$ cat config.mk
export PLATFORM = sky130hd
export DESIGN_NAME = pots_regs
export DESIGN_NICKNAME = d
export VERILOG_FILES = /design/src/core/pots_pkg.sv /design/src/core/pots_regs.sv
export SDC_FILE = /design/constraint.sdc
export NUM_CORES = 1
export LEC_CHECK = 0
export ABC_CLOCK_PERIOD_IN_PS = 2000
export BUFFER_PORTS_ARGS = -buffer_cell sky130_fd_sc_hd__buf_4
export CAP_MARGIN = 20
export CORE_UTILIZATION = 56
export CTS_BUF_LIST = sky130_fd_sc_hd__clkbuf_16
export DETAILED_ROUTE_END_ITERATION = 12
export PLACE_DENSITY = 0.8
export SLEW_MARGIN = 20
export SYNTH_ARGS = -nofsm -noshare
export SYNTH_HDL_FRONTEND = slang
export SYNTH_SLANG_ARGS = --single-unit
$ cat constraint.sdc
create_clock -name aclk -period 2 [get_ports aclk]
set_input_delay 0.4 -clock aclk [delete_from_list [all_inputs] [get_ports aclk]]
set_output_delay 0.4 -clock aclk [all_outputs]
set_load 0.01 [all_outputs]
$ cat src/core/pots_pkg.sv
package pots_pkg;

   // Bus geometry.
   localparam int unsigned POTS_DATA_W = 32;
   localparam int unsigned POTS_ADDR_W = 8;
   localparam int unsigned POTS_PINS   = 16;

   // Register byte offsets.
   localparam logic [7:0] POTS_OFF_CONFIG = 8'h00;
   localparam logic [7:0] POTS_OFF_DRIVE  = 8'h04;
   localparam logic [7:0] POTS_OFF_SPEED  = 8'h08;
   localparam logic [7:0] POTS_OFF_OUTVAL = 8'h14;
   localparam logic [7:0] POTS_OFF_STATE  = 8'h18;

   // Reset values; the port A flavour differs for config and speed.
   localparam logic [31:0] POTS_RST_CONFIG_A = 32'h2800_0000;
   localparam logic [31:0] POTS_RST_SPEED_A  = 32'h0c00_0000;
   localparam logic [31:0] POTS_RST_ZERO     = 32'h0000_0000;

   // Writable bits of the drive-type and output value registers.
   localparam logic [31:0] POTS_MASK_LOW16 = 32'h0000_ffff;

   // Pin configuration field codes.
   localparam logic [1:0] POTS_CFG_INPUT  = 2'h0;
   localparam logic [1:0] POTS_CFG_OUTPUT = 2'h1;
   localparam logic [1:0] POTS_CFG_ALT    = 2'h2;
   localparam logic [1:0] POTS_CFG_ANALOG = 2'h3;

   // Normalised slew codes driven to the pad: slow 2 MHz, mid 10 MHz, fast 50 MHz.
   localparam logic [1:0] POTS_SLEW_SLOW = 2'h0;
   localparam logic [1:0] POTS_SLEW_MID  = 2'h1;
   localparam logic [1:0] POTS_SLEW_FAST = 2'h3;

   // AXI responses.
   localparam logic [1:0] POTS_RESP_OKAY   = 2'h0;
   localparam logic [1:0] POTS_RESP_SLVERR = 2'h2;

   // Pad drive bundle: output level and output enable per pin.
   typedef struct packed {
      logic [15:0] level;
      logic [15:0] enable;
   } pots_pad_t;

endpackage

$ cat src/core/pots_regs.sv
// The AXI4-Lite register port was decided locally.
`timescale 1ns/1ns
`default_nettype none

// Functional notes
// RULE1: Software keeps the upper sixteen bits of the drive-type register at zero.
// RULE2: The drive-type register holds one software read-write bit per pin, bit n for pin n.
// RULE3: A drive-type bit of 0 means push-pull and is the reset state; 1 means open-drain.
// RULE4: The speed register sits at offset 0x08 and is read-write.
// RULE5: The speed register holds a two-bit field per pin at bits 2n+1 down to 2n.
// RULE6: The speed register resets to 0x0c000000 on port A and to zero elsewhere.
// RULE7: Speed code x0 gives 2 MHz, 01 gives 10 MHz and 11 gives 50 MHz.
// RULE8: The drive-type register sits at offset 0x04 and resets to zero.
// RULE9: Drive type and speed apply only when a pin is in output or alternate mode.
// RULE10: Open-drain pulls low for a 0 and floats for a 1; push-pull drives both levels.
module pots_regs
   import pots_pkg::*;
#(
   parameter bit IS_PORT_A = 1'b0
)
(
   input  wire logic                   aclk,
   input  wire logic                   aresetn,
   input  wire logic [POTS_ADDR_W-1:0] awaddr,
   input  wire logic                   awvalid,
   output var  logic                   awready,
   input  wire logic [31:0]            wdata,
   input  wire logic [3:0]             wstrb,
   input  wire logic                   wvalid,
   output var  logic                   wready,
   output var  logic [1:0]             bresp,
   output var  logic                   bvalid,
   input  wire logic                   bready,
   input  wire logic [POTS_ADDR_W-1:0] araddr,
   input  wire logic                   arvalid,
   output var  logic                   arready,
   output var  logic [31:0]            rdata,
   output var  logic [1:0]             rresp,
   output var  logic                   rvalid,
   input  wire logic                   rready,
   input  wire logic [15:0]            alt_level,
   output var  pots_pad_t              pad,
   output var  logic [31:0]            pad_slew
);

   logic [31:0]            pin_config_field;
   logic [31:0]            pin_drive_type;
   logic [31:0]            pin_speed_select;
   logic [31:0]            out_value;
   logic                   aw_held;
   logic                   w_held;
   logic [POTS_ADDR_W-1:0] wr_addr;
   logic [31:0]            wr_data;
   logic [3:0]             wr_strb;
   logic                   commit;
   pots_pad_t              next_pad;
   logic [31:0]            next_slew;

   // Merge write data into a register under byte enables, then clear fixed bits.
   function automatic logic [31:0] merge(input logic [31:0] old, input logic [31:0] mask);
      logic [31:0] res;
      res = old;
      for (int b = 0; b < 4; b++)
      begin
         if (wr_strb[b])
         begin
            res[8*b +: 8] = wr_data[8*b +: 8];
         end
      end
      return res & mask;
   endfunction

   // A write commits once both address and data are held and no response is pending.
   assign commit = aw_held && w_held && !bvalid;

   // Write address channel; ready returns only after the response has gone.
   always_ff @(posedge aclk)
   begin
      if (!aresetn)
      begin
         awready <= 1'b0;
         aw_held <= 1'b0;
         wr_addr <= '0;
      end
      else if (awvalid && awready)
      begin
         awready <= 1'b0;
         aw_held <= 1'b1;
         wr_addr <= awaddr;
      end
      else if (commit)
      begin
         aw_held <= 1'b0;
      end
      else if (!aw_held && !bvalid)
      begin
         awready <= 1'b1;
      end
   end

   // Write data channel, independent of the address so either may come first.
   always_ff @(posedge aclk)
   begin
      if (!aresetn)
      begin
         wready  <= 1'b0;
         w_held  <= 1'b0;
         wr_data <= '0;
         wr_strb <= '0;
      end
      else if (wvalid && wready)
      begin
         wready  <= 1'b0;
         w_held  <= 1'b1;
         wr_data <= wdata;
         wr_strb <= wstrb;
      end
      else if (commit)
      begin
         w_held <= 1'b0;
      end
      else if (!w_held && !bvalid)
      begin
         wready <= 1'b1;
      end
   end

   // Write response; unmapped or read-only offsets answer with a slave error.
   always_ff @(posedge aclk)
   begin
      if (!aresetn)
      begin
         bvalid <= 1'b0;
         bresp  <= POTS_RESP_OKAY;
      end
      else if (commit)
      begin
         bvalid <= 1'b1;
         case (wr_addr)
            POTS_OFF_CONFIG, POTS_OFF_DRIVE, POTS_OFF_SPEED, POTS_OFF_OUTVAL:
               bresp <= POTS_RESP_OKAY;
            default:
               bresp <= POTS_RESP_SLVERR;
         endcase
      end
      else if (bready)
      begin
         bvalid <= 1'b0;
      end
   end

   // Configuration fields; port A starts with its debug pins in alternate mode.
   always_ff @(posedge aclk)
   begin
      if (!aresetn)
      begin
         pin_config_field <= IS_PORT_A ? POTS_RST_CONFIG_A : POTS_RST_ZERO;
      end
      else if (commit && wr_addr == POTS_OFF_CONFIG)
      begin
         pin_config_field <= merge(pin_config_field, '1);
      end
   end

   // Drive-type bits are changed only by software; the upper half never stores anything.
   always_ff @(posedge aclk)
   begin
      if (!aresetn)
      begin
         pin_drive_type <= POTS_RST_ZERO; // RULE8 RULE3
      end
      else if (commit && wr_addr == POTS_OFF_DRIVE) // RULE8
      begin
         pin_drive_type <= merge(pin_drive_type, POTS_MASK_LOW16); // RULE2 RULE1
      end
   end

   // Speed fields, one pair per pin, fully writable.
   always_ff @(posedge aclk)
   begin
      if (!aresetn)
      begin
         pin_speed_select <= IS_PORT_A ? POTS_RST_SPEED_A : POTS_RST_ZERO; // RULE6
      end
      else if (commit && wr_addr == POTS_OFF_SPEED) // RULE4
      begin
         pin_speed_select <= merge(pin_speed_select, '1); // RULE5
      end
   end

   // Output values for pins in general output mode.
   always_ff @(posedge aclk)
   begin
      if (!aresetn)
      begin
         out_value <= POTS_RST_ZERO;
      end
      else if (commit && wr_addr == POTS_OFF_OUTVAL)
      begin
         out_value <= merge(out_value, POTS_MASK_LOW16);
      end
   end

   // Read channel; data is sampled at the address handshake, so a read that
   // overlaps a write sees the value before that write.
   always_ff @(posedge aclk)
   begin
      if (!aresetn)
      begin
         arready <= 1'b0;
         rvalid  <= 1'b0;
         rdata   <= '0;
         rresp   <= POTS_RESP_OKAY;
      end
      else if (arvalid && arready)
      begin
         arready <= 1'b0;
         rvalid  <= 1'b1;
         rresp   <= POTS_RESP_OKAY;
         case (araddr)
            POTS_OFF_CONFIG: rdata <= pin_config_field;
            POTS_OFF_DRIVE:  rdata <= pin_drive_type; // RULE2
            POTS_OFF_SPEED:  rdata <= pin_speed_select; // RULE4
            POTS_OFF_OUTVAL: rdata <= out_value;
            POTS_OFF_STATE:  rdata <= {pad.enable, pad.level};
            default:
            begin
               rdata <= '0;
               rresp <= POTS_RESP_SLVERR;
            end
         endcase
      end
      else if (rvalid && rready)
      begin
         rvalid <= 1'b0;
      end
      else if (!rvalid)
      begin
         arready <= 1'b1;
      end
   end

   // Per-pin pad decode: source selection, drive style and slew.
   for (genvar n = 0; n < POTS_PINS; n++)
   begin : g_pin
      logic [1:0] mode;
      logic [1:0] spd;
      logic       driving;
      logic       value;
      assign mode    = pin_config_field[2*n +: 2];
      assign spd     = pin_speed_select[2*n +: 2]; // RULE5
      assign driving = (mode == POTS_CFG_OUTPUT) || (mode == POTS_CFG_ALT); // RULE9
      assign value   = (mode == POTS_CFG_ALT) ? alt_level[n] : out_value[n];

      // Open-drain only ever drives a low; a high is left to the external pull.
      // Each pin bit has its own continuous driver, so no two processes share next_pad.
      assign next_pad.level[n]  = driving && !pin_drive_type[n] && value; // RULE10
      assign next_pad.enable[n] = driving && (pin_drive_type[n] ? !value : 1'b1); // RULE3
      // Code 10 folds onto the slow rate, so the pad never sees a code it cannot honour.
      assign next_slew[2*n +: 2] = !driving ? POTS_SLEW_SLOW : // RULE9
                                   !spd[0]  ? POTS_SLEW_SLOW : // RULE7
                                   !spd[1]  ? POTS_SLEW_MID  : POTS_SLEW_FAST;
   end

   // Pad outputs are registered so they change one cycle after their cause.
   always_ff @(posedge aclk)
   begin
      if (!aresetn)
      begin
         pad      <= '0;
         pad_slew <= '0;
      end
      else
      begin
         pad      <= next_pad;
         pad_slew <= next_slew;
      end
   end

endmodule

`default_nettype wire

# Word-level counts from Yosys, hierarchy flattened
# Index checks and enable logic that the tools add are counted.
[word_totals]
reg_bits = 247
in_bits = 75
output_inout_bits = 105
wordCells = 297
[classes]
eq_ne = 39
muxes = 58
bitwise = 4
n_reduce_logical = 153
[ops]
columns = ["cell", "n"]
rows = [
  ["32-bit one-hot mux with 5 select lines", 1],
  ["1-bit logical AND", 60],
  ["3-bit AND reduction", 16],
  ["1-bit 2-to-1 mux", 39],
  ["2-bit 2-to-1 mux", 18],
  ["1-bit logical NOT", 35],
  ["2-bit by 1-bit equality test with 1-bit output (second input constant)", 16],
  ["2-bit equality test (second input constant)", 16],
  ["2-bit AND reduction", 15],
  ["8-bit by 5-bit equality test with 1-bit output (second input constant)", 3],
  ["8-bit by 3-bit equality test with 1-bit output (second input constant)", 2],
  ["8-bit by 4-bit equality test with 1-bit output (second input constant)", 2],
  ["8-bit logical NOT", 2],
  ["1-bit logical OR", 16],
  ["2-bit nonzero test", 4],
  ["2-bit OR reduction", 3],
  ["5-bit OR reduction", 1],
  ["1-bit inverter", 4],
  ["4-bit OR reduction", 1],
]

# Logic depth before layout (Yosys ltp)
[depth]
ltp_word = 5
mapped_depth = 7
depth_no_buf = 5

# Least setup slack after synthesis
# No wires, ideal clock.
[synth_path]
path_kind = "input to register"
startpoint = "in araddr[2]"
endpoint = "reg rdata[10]"
setup_ns = 0.064
t_arrival_ns = 1.620
slack_ns = 0.316
path_stages = 7
path_buffers = 3
path_cell_list = "buf_2 > or4b_1 > clkbuf_1 > buf_6 > o22ai_1 > a221oi_1 > nor2_1"
[synth_via]
elab_chain_cells = 2
elab_cells_between_ends = 6
classes_between = "eq/ne: 4; mux: 1; reduce/logical: 1"
[synth_lines]
columns = ["item", "line", "text"]
rows = [
  ["start, declared", "pots_regs.sv:34", "input wire logic [POTS_ADDR_W-1:0] araddr,"],
  ["8-bit by 5-bit equality test with 1-bit output (tied with other cells)", "pots_regs.sv:220", "case (araddr)"],
  ["32-bit one-hot mux with 5 select lines (*)", "pots_regs.sv:220", ""],
  ["end signal, assigned", "pots_regs.sv:221", "POTS_OFF_CONFIG: rdata <= pin_config_field;"],
  ["end signal, assigned", "pots_regs.sv:222", "POTS_OFF_DRIVE: rdata <= pin_drive_type;"],
  ["end signal, assigned", "pots_regs.sv:223", "POTS_OFF_SPEED: rdata <= pin_speed_select;"],
  ["end, declared", "pots_regs.sv:37", "output var logic [31:0] rdata,"],
]
# Every way passes the cells marked *; elsewhere a longest branch is shown, timed or not.
# A chain may end at the register's enable or synchronous reset.

# Final worst setup path
[layout_path]
startpoint = "reg wr_addr[3]"
endpoint = "reg out_value[13]"
[layout_via]
elab_chain_cells = 3
[layout_lines]
columns = ["item", "line", "text"]
rows = [
  ["start, declared", "pots_regs.sv:52", "logic [POTS_ADDR_W-1:0] wr_addr;"],
  ["start signal, assigned", "pots_regs.sv:89", "wr_addr <= awaddr;"],
  ["8-bit by 5-bit equality test with 1-bit output", "pots_regs.sv:198", "else if (commit && wr_addr == POTS_OFF_OUTVAL)"],
  ["1-bit logical AND", "pots_regs.sv:198", ""],
  ["2-bit AND reduction (no source line)", "--", ""],
  ["end signal, assigned", "pots_regs.sv:200", "out_value <= merge(out_value, POTS_MASK_LOW16);"],
  ["end, declared", "pots_regs.sv:49", "logic [31:0] out_value;"],
]
# No other way between the ends.

==> summary.md <==
The number of slew-limit violations in the final report was 0. For this run, the detailed router's first-pass iteration total came to 5. For this design the static power due to leakage is 5.623 nW. The top cell type by area accounts for 47.96% of the synthesized area. The overall routed net length was 26.58 mm; the count of nets after finishing was 1290. For the register area share after synthesis, the log shows 47.96%. The tools report the first-pass GRT wire length as 41.06 mm. In the final routed layout, each cell accounts on average for 18.40 um.

0 antenna diodes ended up in the layout. For this run the aggregate overflow at the end of global routing stands at 0. The count of standard-cell rows came out at 49. The leading register cell type out of synthesis was sky130_fd_sc_hd__dfxtp_1.

From synthesis to final layout, the design area changed by 23.77%. The chip width works out to 137.1 um. Post-CTS repair changed the size of 0 cells. The slowest cell on the critical path was sky130_fd_sc_hd__nor4b_4. Non-filler instance count after layout: 1445. Kind of start point of the critical path: a flop. The hold-fix buffer count after cts was 0; the worst clock skew on the final layout was 0.01002 ns. In this run the critical register-to-register path is launched from wr_addr[3]. Of all nets on the critical path, the largest fanout is 10. In the post-synthesis netlist, the biggest area contributors are sky130_fd_sc_hd__dfxtp_1 48%, sky130_fd_sc_hd__mux2i_1 14%, sky130_fd_sc_hd__nor2b_1 7.3%.

The run finished with clean final reports. Of the total power, combinational logic draws 6.7%. Detailed routing inserted a total of 7988 vias. For the number of antenna violations at the first check in global routing, the log shows 0. After synthesis, the most frequently instantiated cells are 245 x sky130_fd_sc_hd__dfxtp_1, 146 x sky130_fd_sc_hd__mux2i_1, 120 x sky130_fd_sc_hd__nor2b_1. The clock input transition at the sequential cells of the worst setup and hold paths was 0.06 ns.

The number of warnings issued by yosys is 0. Counting flops with a built-in enable in the synthesized netlist gives 0. For this design the top-level I/O count stands at 180.

The total number of clock tree sinks is 245. In this run the tool buffered the top-level ports with 177 buffer cells. Maximum VDD drop: 0.8131 mV. TritonCTS built the clock tree.

Global-route usage over all layers: 28.55%. The critical path is of the flop to flop type. Using the TritonRoute via totals, the vias-per-cell ratio works out to 5.528. At the end of routability-driven placement, the weighted congestion stood at 0.8609. For this run, the slowest stage of the critical path takes 0.50 ns. The count of final setup violators is 0, and the max-slew headroom at the worst pin is 66.78%. The run gives 7.699 mW as the internal power contribution. Start point of the critical path: wr_addr[3]. In this run, the clock network consumes 42.8% of the power. The cell count after synthesis was 1018; the violation count after the first detailed-routing iteration was 492.

After routing, the total negative slack on setup checks comes to 0 ns. Most area-hungry cell type in the Yosys netlist: sky130_fd_sc_hd__dfxtp_1. The run gives 0 as the total DRC errors in the routed layout. Number of distinct library cell variants in the gate-level netlist after synthesis: 46. In this run the standard cell core region covers 17900 um2. The logs give 7604 for the number of global-route vias before repair and 2.321 mW for the switching power total. From bottom edge to top edge, the die measures 137.1 um. The power density normalized to cell area came out at 791.6 nW/um2. The ratio of cells with drive above 1 in the final layout came out at 22.29%.

Timing would allow up to 599.3 MHz. Entering global routing, the biggest net connects 38 pins. The critical path goes through nor4b_4 > nand4_2 > buf_4 > mux2i_1 > nor2b_1. In this run, flip-flops and latches consume 50.5% of the power. In this run the most critical hold path is launched from wdata[2]. For this configuration, the core starts out at a cell density of 57.13%. The HPWL after detailed placement is 18.93 mm, and the maximum clock insertion buffer count is 3. The average cell area after synthesis was 10.05 um2; the slew at the pin closest to its max-slew limit was 0.4962 ns.

The master cell of the clock root buffer was sky130_fd_sc_hd__clkbuf_16. For the data required time at the worst endpoint, the log shows 2.41 ns. The most instantiated library cell after synthesis is sky130_fd_sc_hd__dfxtp_1. The die covers 18810 um2. Setup repair after global routing left no endpoint under its margin. Max-cap violations in this run came to 0. Clock tree synthesis inserted a total of 26 buffers. The async set-reset flop share out of synthesis was 0%. The tools report the critical path capture point type as a flop. The mapped netlist covers 10230 um2. Counting flops and latches in the post-synthesis netlist gives 245. The switching share of power is 23.16%. The path class of the tightest hold or removal check is input pin to flop. After clock tree synthesis, the setup repair step added 0 buffers. The number of cells in the design after placement was 1400; the post-layout minimum cycle time was 1.669 ns.

The count of nets left with antenna violations once routing finished came out at 0. For the worst-skew pair, the clock arrives at the later sink with an insertion delay of 0.52 ns. The logs give 1 for the count of H-tree levels built during CTS and 0 for the final hold violation count. For the worst setup path, the data arrival time is 2.08 ns. The final worst-path cycle share works out to 83.44%.
[path summary, 6_finish.rpt]
kind                   end  slack, ns  cells after the start
min reg2reg   pad_slew[14]       0.46                      2
min             wr_data[2]       0.14                      3
max reg2reg  out_value[13]       0.33                      5
max          out_value[13]       0.33                      5
[worst max-delay path, delay by kind of cell, from the launching register on]
family / cells / cell delay [ns]
AND/OR/NAND/NOR: 3 / 0.70
flip-flops: 1 / 0.44
buffers and inverters: 1 / 0.22
multiplexers: 1 / 0.19
[per-layer routing]
| layer | up-vias | global-route usage [%] | share of wire [%] |
|---|---|---|---|
| met5 | - | 0 | 0 |
| met4 | 0 | 8.364 | 2.1 |
| met3 | 46 | 4.333 | 6.0 |
| met2 | 267 | 46.97 | 47 |
| met1 | 3822 | 38.62 | 45 |
| li1 | 3853 | - | - |
[layout make-up]
| cell class | instances | area [um2] |
|---|---|---|
| fill | 1385 | 5244 |
| multi-input combinational | 679 | 4931 |
| sequential | 245 | 4905 |
| timing repair buffer | 210 | 1639 |
| clock buffer | 27 | 675.6 |
| tap | 229 | 286.5 |
| inverter | 37 | 138.9 |
| clock inverter | 18 | 82.58 |
[logic make-up after synthesis]
family,count (synthesis),share of synthesized area [%]
and+or+nand+nor,360,20.47
AOI/OAI and AO/OA,148,10.59
adders and majority gates,16,1.957
muxes,153,15.06
DFF,245,47.96
buffers and inverters,95,3.927
other,1,0.03667
[flip-flops by register name (all words and copies together), names as in the netlist, 4 cells and up]
signal	cells
wr_addr	8
out_value	16
pin_config_field	32
pin_speed_select	32
pad_slew	32
wr_strb	4
pad	32
pin_drive_type	16
wr_data	32
rdata	32
[power groups by stage]
| stage | Combinational, mW | Sequential [mW] | Clock (mW) |
|---|---|---|---|
| after floorplan | 0.367 | 5.13 | 0 |
| after global placement | 0.653 | 5.16 | 0 |
| after detailed placement | 0.667 | 5.16 | 0 |
| after CTS | 0.670 | 5.06 | 4.33 |
| after global routing | 0.726 | 5.07 | 4.55 |
| final | 0.670 | 5.06 | 4.29 |
[cell usage in the layout (no fill, tap or decap), types with 4 or more instances in the layout]
cell type,n
sky130_fd_sc_hd__mux2_2,7
sky130_fd_sc_hd__a221oi_1,10
sky130_fd_sc_hd__clkinv_1,4
sky130_fd_sc_hd__clkinv_2,8
sky130_fd_sc_hd__nor3_1,19
sky130_fd_sc_hd__and3b_1,7
sky130_fd_sc_hd__nor3b_1,5
sky130_fd_sc_hd__buf_4,205
sky130_fd_sc_hd__o22ai_1,9
sky130_fd_sc_hd__and2_1,23
sky130_fd_sc_hd__nor2_1,45
sky130_fd_sc_hd__dfxtp_1,245
sky130_fd_sc_hd__a22o_1,16
sky130_fd_sc_hd__nand4_2,4
sky130_fd_sc_hd__nand2b_1,17
sky130_fd_sc_hd__mux2i_1,146
sky130_fd_sc_hd__o21ai_0,30
sky130_fd_sc_hd__clkbuf_16,27
sky130_fd_sc_hd__a21boi_0,49
sky130_fd_sc_hd__nand2_1,95
sky130_fd_sc_hd__nor2b_1,120
sky130_fd_sc_hd__nand3_1,8
sky130_fd_sc_hd__nand4_4,8
sky130_fd_sc_hd__buf_12,5
sky130_fd_sc_hd__ha_1,16
sky130_fd_sc_hd__a222oi_1,6
sky130_fd_sc_hd__a31oi_1,7
sky130_fd_sc_hd__o211a_1,6
sky130_fd_sc_hd__o2bb2ai_1,6
sky130_fd_sc_hd__inv_1,42
[per-stage QoR]
step	total power, mW	util (%)	setup WS [ns]	hold WS [ns]	instance area, um2
final	10.02	70.71	0.3313	0.1354	12660
after global routing	10.35	70.71	0.2231	0.1354	12660
after CTS	10.06	70.71	0.3179	0.1253	12660
after detailed placement	5.828	66.47	0.09913	0.4503	11900
after global placement	5.813	66.47	0.1533	0.4451	11900
after floorplan	5.500	-	0.3158	0.4280	10230
No activity file was read; power rests on OpenSTA's default activity.
